### src/shared/dtc_cfg.svh
// Register indices, field positions, reset values and counts of the
// dual timer/counter pair.
// Assumes inclusion by bare name from a package or module; definitions only.
`ifndef DTC_CFG_SVH
`define DTC_CFG_SVH

// ==========================================================================
// Register indices (the byte address on the bus is four times the index)
// ==========================================================================
`define DTC_IDX_TIMER_CONFIGURATION  8'h88
`define DTC_IDX_TIMER_MODE_SELECT    8'h89
`define DTC_IDX_COUNT_LOW_ZERO       8'h8A
`define DTC_IDX_COUNT_LOW_ONE        8'h8B
`define DTC_IDX_COUNT_HIGH_ZERO      8'h8C
`define DTC_IDX_COUNT_HIGH_ONE       8'h8D
`define DTC_IDX_TIMER_CLOCK_CONTROL  8'h8E

// ==========================================================================
// Reset values
// ==========================================================================
`define DTC_RST_TIMER_CONFIGURATION  8'h00
`define DTC_RST_TIMER_MODE_SELECT    8'h00
`define DTC_RST_COUNT                8'h00
`define DTC_RST_TIMER_CLOCK_CONTROL  8'h01

// ==========================================================================
// Field positions
// ==========================================================================
`define DTC_CFG_OVERFLOW_FLAG_ONE    7
`define DTC_CFG_RUN_BIT_ONE          6
`define DTC_CFG_OVERFLOW_FLAG_ZERO   5
`define DTC_CFG_RUN_BIT_ZERO         4
`define DTC_CFG_EXT_IRQ_FLAG_ONE     3
`define DTC_CFG_EXT_IRQ_SENSE_ONE    2
`define DTC_CFG_EXT_IRQ_FLAG_ZERO    1
`define DTC_CFG_EXT_IRQ_SENSE_ZERO   0
`define DTC_MOD_GATE_CONTROL_ONE     7
`define DTC_MOD_SOURCE_SELECT_ONE    6
`define DTC_MOD_MODE_FIELD_ONE_HI    5
`define DTC_MOD_MODE_FIELD_ONE_LO    4
`define DTC_MOD_GATE_CONTROL_ZERO    3
`define DTC_MOD_SOURCE_SELECT_ZERO   2
`define DTC_MOD_MODE_FIELD_ZERO_HI   1
`define DTC_MOD_MODE_FIELD_ZERO_LO   0
`define DTC_CKC_WATCHDOG_SEL_HI      7
`define DTC_CKC_WATCHDOG_SEL_LO      6
`define DTC_CKC_CLOCK_DIV_SEL_ONE    4
`define DTC_CKC_CLOCK_DIV_SEL_ZERO   3

// ==========================================================================
// Counts
// ==========================================================================
`define DTC_DIV_SLOW                 12
`define DTC_DIV_FAST                 4
`define DTC_PRESCALE_MASK            8'h1F
`define DTC_WDT_CLOCKS_00            131072
`define DTC_WDT_CLOCKS_01            1048576
`define DTC_WDT_CLOCKS_10            8388608
`define DTC_WDT_CLOCKS_11            67108864

`endif

### src/shared/dtc_pkg.sv
// Types shared by the dual timer/counter pair and its bench.
// Assumes dtc_cfg.svh is on the include path.
package dtc_pkg;
   `include "dtc_cfg.svh"

   // =======================================================================
   // Operating modes of a timer
   // =======================================================================
   typedef enum logic [1:0] {
      DTC_MODE_PRESCALED = 2'h0,
      DTC_MODE_FULL16    = 2'h1,
      DTC_MODE_RELOAD8   = 2'h2,
      DTC_MODE_SPLIT     = 2'h3
   } dtc_mode_type;

   // =======================================================================
   // Pin and result bundles
   // =======================================================================
   typedef struct packed {
      logic count_pin_one;
      logic count_pin_zero;
      logic gate_pin_one;
      logic gate_pin_zero;
   } dtc_pins_type;

   typedef struct packed {
      logic overflow_flag_one;
      logic overflow_flag_zero;
   } dtc_irq_type;

   typedef struct packed {
      logic [7:0] lo;
      logic [7:0] hi;
      logic       ovf;
   } dtc_count_type;

   // =======================================================================
   // Whole state of the block
   // =======================================================================
   typedef struct packed {
      logic [7:0]  timer_configuration;
      logic [7:0]  timer_mode_select;
      logic [7:0]  count_low_zero;
      logic [7:0]  count_low_one;
      logic [7:0]  count_high_zero;
      logic [7:0]  count_high_one;
      logic [7:0]  timer_clock_control;
      logic [3:0]  div;
      logic [1:0]  pin_s1;
      logic [1:0]  pin_s2;
      logic [31:0] prdata;
   } dtc_state_type;
endpackage : dtc_pkg

### src/rtl/dtc_timer_pair.sv
// Dual up-counting timer/counter pair with an APB register slave.
// Assumes pins arrive synchronous to sys_clk and an APB master on sys_clk.
`timescale 1ns/1ps
`include "dtc_cfg.svh"

module dtc_timer_pair
   import dtc_pkg::*;
#(
   parameter int ADDR_W        = 12,
   parameter int PRESCALE_SLOW = `DTC_DIV_SLOW,
   parameter int PRESCALE_FAST = `DTC_DIV_FAST
)
(
   input  wire logic          sys_clk,
   input  wire logic          rst,
   input  wire logic          psel,
   input  wire logic          penable,
   input  wire logic          pwrite,
   input  wire logic [ADDR_W-1:0] paddr,
   input  wire logic [31:0]   pwdata,
   input  wire logic [3:0]    pstrb,
   output logic      [31:0]   prdata,
   output logic               pready,
   output logic               pslverr,
   input  wire dtc_pins_type  pins,
   output dtc_irq_type        irq
);

   // ========================================================================
   // Elaboration checks
   // ========================================================================
   // The divider is four bits and the fast tick is taken from it.
   if (ADDR_W < 10 || ADDR_W > 32)
   begin : g_bad_addr
      $error("ADDR_W must lie between 10 and 32");
   end
   if (PRESCALE_SLOW < 2 || PRESCALE_SLOW > 16 || PRESCALE_FAST < 1 ||
       (PRESCALE_SLOW % PRESCALE_FAST) != 0)
   begin : g_bad_div
      $error("PRESCALE_SLOW must be 2..16 and a multiple of PRESCALE_FAST");
   end

   // ========================================================================
   // Counting step for one timer in modes 0, 1 and 2
   // ========================================================================
   function automatic dtc_count_type dtc_step
   (
      input dtc_mode_type m,
      input logic [7:0]   lo,
      input logic [7:0]   hi,
      input logic         inc
   );
      dtc_count_type r;
      r.lo  = lo;
      r.hi  = hi;
      r.ovf = 1'b0;
      if (inc)
      begin
         unique case (m)
            DTC_MODE_PRESCALED:
            begin
               // Upper three low bits are left alone; software ignores them.
               r.lo[4:0] = lo[4:0] + 5'h01;
               if (lo[4:0] == 5'h1F)
               begin
                  r.hi = hi + 8'h01;
                  r.ovf = (hi == 8'hFF);
               end
            end
            DTC_MODE_FULL16:
            begin
               {r.hi, r.lo} = {hi, lo} + 16'h0001;
               r.ovf = ({hi, lo} == 16'hFFFF);
            end
            DTC_MODE_RELOAD8:
            begin
               r.lo  = (lo == 8'hFF) ? hi : lo + 8'h01;
               r.ovf = (lo == 8'hFF);
            end
            DTC_MODE_SPLIT:
            begin
               // The caller owns mode 3, since it spans both timers.
               r.lo = lo;
            end
         endcase
      end
      return r;
   endfunction : dtc_step

   // ========================================================================
   // State
   // ========================================================================
   dtc_state_type st_r;
   dtc_state_type st_nxt;

   logic                tick_slow;
   logic                tick_fast;
   logic [1:0]          fall;
   logic                run0;
   logic                run1;
   logic                inc0;
   logic                inc1;
   logic                inc_split_hi;
   dtc_mode_type        mode0;
   dtc_mode_type        mode1;
   dtc_count_type       c0;
   dtc_count_type       c1;
   logic                ovf0;
   logic                ovf1;
   logic [ADDR_W-3:0]   word;
   logic                hit;
   logic                setup;
   logic                wr;
   logic [7:0]          rbyte;
   logic [7:0]          wbyte;

   // ========================================================================
   // APB decode
   // ========================================================================
   // Zero wait states: the access phase always completes at once, so the
   // read byte is latched during the setup cycle and held stable.
   assign word    = paddr[ADDR_W-1:2];
   assign setup   = psel & ~penable;
   assign pready  = psel & penable;
   assign pslverr = psel & penable & ~hit;
   assign wr      = psel & penable & pwrite & hit & pstrb[0];
   assign wbyte   = pwdata[7:0];
   assign prdata  = st_r.prdata;
   assign irq     = '{overflow_flag_one:
                      st_r.timer_configuration[`DTC_CFG_OVERFLOW_FLAG_ONE],
                      overflow_flag_zero:
                      st_r.timer_configuration[`DTC_CFG_OVERFLOW_FLAG_ZERO]};

   // A misaligned address is refused like an unmapped one, so a lane
   // offset can never alias a neighbouring register.
   // Address match and read mux; unmapped words read as zero.
   always_comb
   begin
      hit   = (paddr[1:0] == 2'h0);
      rbyte = 8'h00;
      unique case (word)
         (ADDR_W-2)'(`DTC_IDX_TIMER_CONFIGURATION):
            rbyte = st_r.timer_configuration;
         (ADDR_W-2)'(`DTC_IDX_TIMER_MODE_SELECT):
            rbyte = st_r.timer_mode_select;
         (ADDR_W-2)'(`DTC_IDX_COUNT_LOW_ZERO):
            rbyte = st_r.count_low_zero;
         (ADDR_W-2)'(`DTC_IDX_COUNT_LOW_ONE):
            rbyte = st_r.count_low_one;
         (ADDR_W-2)'(`DTC_IDX_COUNT_HIGH_ZERO):
            rbyte = st_r.count_high_zero;
         (ADDR_W-2)'(`DTC_IDX_COUNT_HIGH_ONE):
            rbyte = st_r.count_high_one;
         (ADDR_W-2)'(`DTC_IDX_TIMER_CLOCK_CONTROL):
            rbyte = st_r.timer_clock_control;
         default:
            hit = 1'b0;
      endcase
   end

   // ========================================================================
   // Count enables
   // ========================================================================
   // mode field select
   assign mode0 = dtc_mode_type'(st_r.timer_mode_select
                  [`DTC_MOD_MODE_FIELD_ZERO_HI:`DTC_MOD_MODE_FIELD_ZERO_LO]);
   assign mode1 = dtc_mode_type'(st_r.timer_mode_select
                  [`DTC_MOD_MODE_FIELD_ONE_HI:`DTC_MOD_MODE_FIELD_ONE_LO]);

   // One shared divider serves both rates, since the slow period is a
   // whole multiple of the fast one.
   // internal rate ticks
   assign tick_slow = (st_r.div == 4'(PRESCALE_SLOW - 1));
   assign tick_fast = (4'(st_r.div % 4'(PRESCALE_FAST)) ==
                       4'(PRESCALE_FAST - 1));

   assign fall = st_r.pin_s2 & ~st_r.pin_s1;

   // Gate pins are used as they arrive, with no extra stage, so a gate
   // that opens one cycle before a tick still lets that tick through.
   // gate and run
   assign run0 = st_r.timer_configuration[`DTC_CFG_RUN_BIT_ZERO] &
                 (~st_r.timer_mode_select[`DTC_MOD_GATE_CONTROL_ZERO] |
                  pins.gate_pin_zero);
   assign run1 = st_r.timer_configuration[`DTC_CFG_RUN_BIT_ONE] &
                 (~st_r.timer_mode_select[`DTC_MOD_GATE_CONTROL_ONE] |
                  pins.gate_pin_one);

   assign inc0 = run0 &
      (st_r.timer_mode_select[`DTC_MOD_SOURCE_SELECT_ZERO] ? fall[0] :
       (st_r.timer_clock_control[`DTC_CKC_CLOCK_DIV_SEL_ZERO] ?
        tick_fast : tick_slow));
   assign inc1 = run1 & (mode1 != DTC_MODE_SPLIT) &
      (st_r.timer_mode_select[`DTC_MOD_SOURCE_SELECT_ONE] ? fall[1] :
       (st_r.timer_clock_control[`DTC_CKC_CLOCK_DIV_SEL_ONE] ?
        tick_fast : tick_slow));
   // The split high byte is a pure timer: no gate and no pin, only the
   // run bit of timer one and the internal rate of timer zero.
   assign inc_split_hi = st_r.timer_configuration[`DTC_CFG_RUN_BIT_ONE] &
      (st_r.timer_clock_control[`DTC_CKC_CLOCK_DIV_SEL_ZERO] ?
       tick_fast : tick_slow);

   // ========================================================================
   // Counter arithmetic
   // ========================================================================
   // Split mode is patched in here and not in the step function, since
   // its high byte borrows the run bit and the flag of timer one.
   // upward counting
   always_comb
   begin
      c0 = dtc_step(mode0, st_r.count_low_zero, st_r.count_high_zero, inc0);
      c1 = dtc_step(mode1, st_r.count_low_one, st_r.count_high_one, inc1);
      ovf0 = c0.ovf;
      ovf1 = c1.ovf;
      if (mode0 == DTC_MODE_SPLIT)
      begin
         c0.lo = st_r.count_low_zero + 8'(inc0);
         ovf0  = inc0 & (st_r.count_low_zero == 8'hFF);
         c0.hi = st_r.count_high_zero + 8'(inc_split_hi);
         // Timer one loses its flag to the split high byte here.
         ovf1  = inc_split_hi & (st_r.count_high_zero == 8'hFF);
      end
   end

   // ========================================================================
   // Next state
   // ========================================================================
   always_comb
   begin
      st_nxt        = st_r;
      st_nxt.div    = tick_slow ? 4'h0 : st_r.div + 4'h1;
      st_nxt.pin_s1 = {pins.count_pin_one, pins.count_pin_zero};
      st_nxt.pin_s2 = st_r.pin_s1;
      st_nxt.count_low_zero  = c0.lo;
      st_nxt.count_high_zero = c0.hi;
      st_nxt.count_low_one   = c1.lo;
      st_nxt.count_high_one  = c1.hi;
      if (setup)
      begin
         st_nxt.prdata = {24'h000000, rbyte};
      end
      // Software writes win over a count step in the same cycle.
      if (wr)
      begin
         unique case (word)
            (ADDR_W-2)'(`DTC_IDX_TIMER_CONFIGURATION):
               st_nxt.timer_configuration = wbyte;
            (ADDR_W-2)'(`DTC_IDX_TIMER_MODE_SELECT):
               st_nxt.timer_mode_select = wbyte;
            (ADDR_W-2)'(`DTC_IDX_COUNT_LOW_ZERO):
               st_nxt.count_low_zero = wbyte;
            (ADDR_W-2)'(`DTC_IDX_COUNT_LOW_ONE):
               st_nxt.count_low_one = wbyte;
            (ADDR_W-2)'(`DTC_IDX_COUNT_HIGH_ZERO):
               st_nxt.count_high_zero = wbyte;
            (ADDR_W-2)'(`DTC_IDX_COUNT_HIGH_ONE):
               st_nxt.count_high_one = wbyte;
            (ADDR_W-2)'(`DTC_IDX_TIMER_CLOCK_CONTROL):
               st_nxt.timer_clock_control = wbyte;
            default:
               st_nxt.div = st_nxt.div;
         endcase
      end
      // The flags are applied last, so a rollover in the cycle of a
      // software clear is never lost.
      // set beats clear
      if (ovf0)
      begin
         st_nxt.timer_configuration[`DTC_CFG_OVERFLOW_FLAG_ZERO] = 1'b1;
      end
      if (ovf1)
      begin
         st_nxt.timer_configuration[`DTC_CFG_OVERFLOW_FLAG_ONE] = 1'b1;
      end
   end

   // ========================================================================
   // State register
   // ========================================================================
   // Pin samplers reset high, the idle level, so no false fall follows.
   always_ff @(posedge sys_clk)
   begin
      if (rst)
      begin
         st_r <= '{timer_configuration: `DTC_RST_TIMER_CONFIGURATION,
                   timer_mode_select:   `DTC_RST_TIMER_MODE_SELECT,
                   count_low_zero:      `DTC_RST_COUNT,
                   count_low_one:       `DTC_RST_COUNT,
                   count_high_zero:     `DTC_RST_COUNT,
                   count_high_one:      `DTC_RST_COUNT,
                   timer_clock_control: `DTC_RST_TIMER_CLOCK_CONTROL,
                   div:                 4'h0,
                   pin_s1:              2'h3,
                   pin_s2:              2'h3,
                   prdata:              32'h00000000};
      end
      else
      begin
         st_r <= st_nxt;
      end
   end

endmodule : dtc_timer_pair

### config.mk
export PLATFORM = sky130hd
export DESIGN_NAME = dtc_timer_pair
export DESIGN_NICKNAME = d
export VERILOG_FILES = /design/src/shared/dtc_pkg.sv /design/src/rtl/dtc_timer_pair.sv
export VERILOG_INCLUDE_DIRS = /design/src /design/src/shared
export SDC_FILE = /design/constraint.sdc
export NUM_CORES = 1
export LEC_CHECK = 0
export ABC_AREA = 1
export ABC_CLOCK_PERIOD_IN_PS = 2690
export BUFFER_PORTS_ARGS = -buffer_cell sky130_fd_sc_hd__buf_2
export CAP_MARGIN = 20
export CORE_UTILIZATION = 58
export DETAILED_ROUTE_END_ITERATION = 7
export PLACE_DENSITY = 0.81
export SLEW_MARGIN = 20
export SYNTH_ARGS = -nofsm -noshare
export SYNTH_HDL_FRONTEND = slang
export SYNTH_SLANG_ARGS = --single-unit
### constraint.sdc
create_clock -name sys_clk -period 2.69 [get_ports sys_clk]
set_clock_uncertainty 0.2 [all_clocks]
set_input_delay 0.4035 -clock sys_clk [delete_from_list [all_inputs] [get_ports sys_clk]]
set_output_delay 0.4035 -clock sys_clk [all_outputs]
set_load 0.02 [all_outputs]
==> metrics.cfg, run 1 <==
[status]
status = finished clean

[detailed_routing]
routed_wl_um = 17800
vias_per_cell = 5.67
drc = 0
drt_iter0_drc = 707
wl_per_cell_um = 15.3
antenna_left = 0
vias = 6578
first_pass_iters = 6

[logic_synthesis]
synth_area_um2 = 5990
synthTopCellsByArea = dfxtp_1, nand2_1, a21oi_1, o21ai_0, nor2_1
synth_cell_types = 41
synth_adder_area_share_pct = 4.39
synthCells = 993
yosysTopAreaCell = dfxtp_1
yosysTopAreaCellShare_pct = 24.1
post_synth.cell_area_avg_um2 = 6.03
synth_top_family_by_area = simple AND/OR/NAND/NOR gates
yosys_warnings = 0
ys_ff_latch = 72
yosys.area_share.simple_pct = 36.6
synthMuxAreaShare_pct = 0
seq_area_frac_synth_pct = 24.1
synth_xor_area_share_pct = 0.878
synth-compound-area-share_pct = 19.9

[power_and_ir_drop]
power.switching_w = 0.000623
p_sw_share_pct = 28.5
p_int_w = 0.00156
ir_worst_vdd_mv = 0.363
p_leak_nw = 2.89
pwr-share-clk_pct = 43.1
sequentialPowerShare_pct = 49.2
pwr_density_cell_nw_per_um2 = 344
comb_power_share_pct = 7.7

[sta]
max-slew-margin-rel_pct = 59.2
grt_setup_unrepaired = no
hold_viol = 0
drv_slew = 0
min_period_over_period_pct = 92.0
fmax_mhz = 404
setup_tns_ps = 0
setup_viol = 0
min_period_ps = 2470
tightestPinTransition_ps = 607

[setup_path]
worst_setup_path_start_kind = flip-flop
path_cells = ha_2 -> nand3_2 -> nand3_1 -> nand3_2 -> inv_1 -> ha_1 -> ha_1 -> nand2_1 -> nor2_2 -> inv_1 -> o21ai_0 -> o311ai_0 -> nand2_1 -> a21oi_1 -> nor2_1
critPathKind = reg -> reg
rr_startpoint = st_r[36]
cp_max_fo = 5
r2r_slack_ps = 220
r2r-end = st_r[78]
critPathMaxStageDelay_ps = 370
worstPathArrival_ps = 2580
r2r_cells = 15
slowest_stage = dfxtp_1
end_kind = flip-flop
crit_required_ps = 2790

[grt]
grt_pass1_wl_um = 28900
grt_overflow = 0
antenna_found_initial = 0
grt_max_degree = 58
grt_pass1_vias = 5927
grt_use_total_pct = 33.5

[clock_network]
clock_sinks = 72
htree_levels = 3
cts_setup_buffers = 0
ctsLongestPathBuffers = 2
ctsResizeCount = 0
clk_latency_ps = 370
numCtsBuffers = 9
clkTransAtPathRegs_ps = 90
cts_root_buf = clkbuf_8
cts_hold_buf = 0
cts_tree = yes

[run]
maxCapViolCount = 0

[die]
pin_count = 93
die_w_um = 104
die_area_um2 = 10700
die_h_um = 104
core_area_um2 = 9910
start_util_pct = 60.4
num_rows = 36

[placement]
gp_congestion = 1.03
port_buffers = 41
dp_hpwl_um = 13100
dp.cells = 1143

[hold_path]
min_path_type = in -> reg
min_to = st_nxt[33]
hold_path_depth = 2
hold_start = pins[3]

[final_layout]
regArea_um2 = 1440
drive_gt1_share_pct = 11.0
multi_input_area_um2 = 3800
area_growth_pct = 6.16
nNetsFinal = 1099
fin_cells = 1160
fill_cells = 978

[cells in the final DEF, fill, tap and decap left out, types with 2 or more instances in the layout]
cell and count:
nand3b_1 2, nor4_1 4, buf_4 14, nand3_2 6
inv_8 2, nand2_1 256, inv_6 2, inv_1 108
o211ai_1 4, o21ai_0 94, conb_1 24, nand4_2 2
nand2_2 3, nor2_2 8, clkbuf_8 9, o21ai_1 18
or2_2 4, dfxtp_1 72, nand4_4 5, a21oi_1 100
nand3_1 51, xor2_1 6, ha_1 20, nor2_1 117
o22ai_1 7, buf_2 41, nand4_1 9, nor3_1 12
nor2_4 6, inv_2 5
[logic make-up (layout without fill, tap and decap cells)]
group	count (synthesis)	in the layout
simple gates	488	488
compound gates	230	230
buf+inv	175	185
flops	72	72
fa+ha+maj	21	21
xor+xnor	6	6
other cells	1	25
[cell usage after synthesis, drive strengths merged]
master / n
nand4: 16
clkbuf: 13
a21boi: 1
xor2: 6
nor4: 4
and3: 1
a22oi: 1
o311ai: 1
o2111ai: 1
conb: 1
nand3: 58
dfxtp: 72
o211ai: 4
o32ai: 1
or2: 4
nor2: 131
nand3b: 2
ha: 21
nor3: 12
clkinv: 1
o31ai: 1
a21oi: 100
o21ai: 112
nand2: 260
o21a: 1
inv: 113
buf: 48
o22ai: 7
[worst max path at each step]
stage	startpoint	to	slack (ps)	cells past startpoint
after global placement	paddr[11]	st_r[53]	200	9
after global routing	st_r[65]	st_r[55]	20	12
after CTS	st_r[36]	st_r[78]	110	15
after detailed placement	paddr[11]	st_r[53]	160	9
after floorplan	st_r[36]	st_r[78]	210	16
final	st_r[36]	st_r[78]	220	15
[power by group through the flow]
stage,clock network (W),logic [W],registers (W)
2_1_floorplan,0,0.000128,0.00110
3_3_place_gp,0,0.000163,0.00110
3_5_place_dp,0,0.000165,0.00110
4_1_cts,0.000956,0.000165,0.00107
5_1_grt,0.000999,0.000183,0.00107
6_report,0.000942,0.000168,0.00107
[metrics by stage]
| stage | utilization, % | worst slack (ps) | power (W) | hold WS [ps] | area [um^2] |
|---|---|---|---|---|---|
| after floorplan | - | 211 | 0.00123 | 192 | 6070 |
| after global placement | 61.9 | 199 | 0.00126 | 197 | 6130 |
| after detailed placement | 61.9 | 157 | 0.00126 | 205 | 6130 |
| after CTS | 64.0 | 114 | 0.00220 | 22.8 | 6340 |
| after global routing | 64.1 | 21.7 | 0.00226 | 26.8 | 6350 |
| final | 64.2 | 215 | 0.00218 | 26.0 | 6360 |
[registers in the layout, summed over array words and instances, names as in the netlist]
name and count:
st_r 56, mode1 2, prdata 8, mode0 2, st_nxt 2, irq 2
[worst max-delay path: cells and delay by family (launching register included)]
kind,cells,cell delay [ps]
compound gates,3,340
fa+ha+maj,3,610
buf+inv,2,150
flops,1,370
simple gates,7,750
[per-layer routing]
| layer | global-route usage (%) | part of all wire, % | vias up |
|---|---|---|---|
| met5 | 0 | 0 | - |
| met4 | 16.6 | 3.6 | 0 |
| met3 | 5.54 | 11 | 57 |
| li1 | - | - | 3244 |
| met2 | 52.6 | 44 | 369 |
| met1 | 44.4 | 41 | 2908 |
[layout make-up]
type                       instances  area share (%)
timing repair buffer              55            4.88
multi-input combinational        769            59.8
inverter                         114            6.73
antenna                            1          0.0394
sequential                        72            22.7
clock inverter                     7            1.36
tap                              133            2.62
clock buffer                       9            1.95
Note: power is estimated with default switching activity, not from simulation.
==> run 2, diff against run 1 <==
--- a/config.mk
+++ b/config.mk
@@ -13,6 +13,7 @@
 export CORE_UTILIZATION = 58
 export DETAILED_ROUTE_END_ITERATION = 7
 export PLACE_DENSITY = 0.81
+export RECOVER_POWER = 25
 export SLEW_MARGIN = 20
 export SYNTH_ARGS = -nofsm -noshare
 export SYNTH_HDL_FRONTEND = slang
==> metrics.cfg, run 2 (synthesis gave the netlist of run 1 again) <==
[status]
status = finished clean  ; unchanged

[final_layout]
mostFrequentLayoutCell = nand2_1  ; unchanged
largest_reg_flops = 56  ; unchanged
area_growth_pct = 5.75  ; was 6.16%
regMostFlops = st_r  ; unchanged
final_core_utilization_pct = 63.9  ; was 64.2%
final_cell_mix = nand2_1, nor2_1, inv_1, a21oi_1, o21ai_0  ; unchanged
insertedDiodeCount = 0  ; was 1
nNetsFinal = 1099  ; unchanged
drive_gt1_share_pct = 9.75  ; was 11.0%
finalInstanceArea_um2 = 6330  ; was 6360 um^2

[grt]
antenna_found_initial = 0  ; unchanged
grt_pass1_vias = 5927  ; unchanged
grt_use_total_pct = 33.5  ; unchanged
grt_max_degree = 58  ; unchanged
grt_pass1_wl_um = 28900  ; unchanged
grt_overflow = 0  ; unchanged

[clock_network]
clock_sinks = 72  ; unchanged
htree_levels = 3  ; unchanged
numCtsBuffers = 9  ; unchanged
cts_root_buf = clkbuf_8  ; unchanged
clk_latency_ps = 370  ; about the same
clkTransAtPathRegs_ps = 90  ; about the same
ctsLongestPathBuffers = 2  ; unchanged
cts_tree = yes  ; unchanged

[power_and_ir_drop]
p_int_w = 0.00156  ; about the same
pwr_density_cell_nw_per_um2 = 345  ; was 344 nW/um^2
pwr-share-clk_pct = 43.1  ; about the same
comb_power_share_pct = 7.7  ; about the same
power.switching_w = 0.000623  ; about the same
p_leak_nw = 2.84  ; was 2.89 nW
ir_worst_vdd_mv = 0.368  ; was 0.363 mV
sequentialPowerShare_pct = 49.2  ; about the same
p_sw_share_pct = 28.5  ; about the same

[hold_path]
min_to = st_nxt[33]  ; unchanged
hold_start = pins[3]  ; unchanged
min_path_type = in -> reg  ; unchanged
hold_path_depth = 2  ; unchanged

[detailed_routing]
met3_length_um = 1760  ; was 1900 um
antenna_left = 0  ; unchanged
drc = 0  ; unchanged
drt_iter0_drc = 643  ; was 707
first_pass_iters = 5  ; was 6
dr_wl_met2_um = 7770  ; was 7850 um
vias = 6591  ; was 6578
wl_per_cell_um = 15.3  ; about the same
routed_wl_um = 17800  ; about the same
wl_met1_um = 7580  ; was 7370 um
vias_per_cell = 5.69  ; was 5.67
top_layer = met4  ; unchanged

[sta]
min_period_over_period_pct = 93.2  ; was 92.0%
drv_slew = 0  ; unchanged
max-slew-margin-rel_pct = 29.1  ; was 59.2%
tightestPinTransition_ps = 1060  ; was 607 ps
worst_hold_slack_ps = 25.8  ; was 26.0 ps
setup_tns_ps = 0  ; unchanged
setup_ws_ps = 183  ; was 215 ps
grt_setup_unrepaired = no  ; unchanged
fmax_mhz = 399  ; was 404 MHz
min_period_ps = 2510  ; was 2470 ps
setup_viol = 0  ; unchanged
hold_viol = 0  ; unchanged

[setup_path]
r2r_cells = 15  ; unchanged
rr_startpoint = st_r[36]  ; unchanged
r2r-end = st_r[78]  ; unchanged
crit_required_ps = 2790  ; about the same
critPathKind = reg -> reg  ; unchanged
end_kind = flip-flop  ; unchanged
cp_max_fo = 5  ; unchanged
r2r_slack_ps = 180  ; was 220 ps
worst_setup_path_start_kind = flip-flop  ; unchanged
worstPathArrival_ps = 2610  ; was 2580 ps

[placement]
port_buffers = 41  ; unchanged
place_ws_ps = 157  ; unchanged
dpl-instance-area_um2 = 6130  ; unchanged
gp_congestion = 1.03  ; unchanged
dp_hpwl_um = 13100  ; unchanged

[die]
die_h_um = 104  ; unchanged
die_w_um = 104  ; unchanged
pin_count = 93  ; unchanged
core_area_um2 = 9910  ; unchanged
num_rows = 36  ; unchanged
start_util_pct = 60.4  ; unchanged
die_area_um2 = 10700  ; unchanged

[run]
maxCapViolCount = 0  ; unchanged

-- run 2: cell types whose count changed in the layout (fill, tap and decap cells not counted) --
cell,before,now
nand3_2,6,5
buf_2,41,29
buf_4,14,13
diode_2,1,0
clkbuf_2,0,1
nand3_1,51,52
clkbuf_1,0,12
-- run 2: through the flow --
stage,power [W],std cells
after floorplan,0.00123,1016
after global placement,0.00126,1143
after detailed placement,0.00126,1143
after CTS,0.00220,1159
after global routing,0.00226,1159
final,0.00218,1159
-- run 2: cell type report --
class	count	area [um^2]
sequential	72	1440
multi-input combinational	769	3790
tap	133	166
clock buffer	9	124
inverter	114	428
fill	989	3580
timing repair buffer	55	293
clock inverter	7	86.3
-- run 2: worst max-delay path, cell delays in order (launching register included) --
cell and delay (ps):
dfxtp_1 370, ha_2 240, nand3_2 120, nand3_1 100, nand3_2 90, inv_1 90, ha_1 180, ha_1 190
nand2_1 120, nor2_2 160, inv_1 60, o21ai_0 150, o311ai_0 170, nand2_1 100, a21oi_1 50, nor2_1 70
-- run 2: power by group through the flow --
stage          clock network [W]  registers (W)  logic (W)
5_1_grt                 0.000999        0.00107   0.000183
2_1_floorplan                  0        0.00110   0.000128
4_1_cts                 0.000956        0.00107   0.000165
3_3_place_gp                   0        0.00110   0.000163
3_5_place_dp                   0        0.00110   0.000165
6_report                0.000942        0.00107   0.000168
-- run 2: how the worst max path moves through the flow --
stage | start | endpoint | slack (ps) | cells after the start
after floorplan | st_r[36] | st_r[78] | 210 | 16
after global placement | paddr[11] | st_r[53] | 200 | 9
after detailed placement | paddr[11] | st_r[53] | 160 | 9
after CTS | st_r[36] | st_r[78] | 110 | 15
after global routing | st_r[65] | st_r[55] | 20 | 12
final | st_r[36] | st_r[78] | 180 | 15
-- run 2: per-layer routing --
| layer | vias to the layer above | track usage [%] |
|---|---|---|
| met5 | - | 0 |
| li1 | 3243 | - |
| met3 | 65 | 5.54 |
| met2 | 366 | 52.6 |
| met4 | 0 | 16.6 |
| met1 | 2917 | 44.4 |
-- run 2: repair_timing --
action,4_1_cts,5_1_grt
hold buffers,0,0
endpoints found under the setup margin,0,2
buffers inserted,0,0
resized for setup,0,4
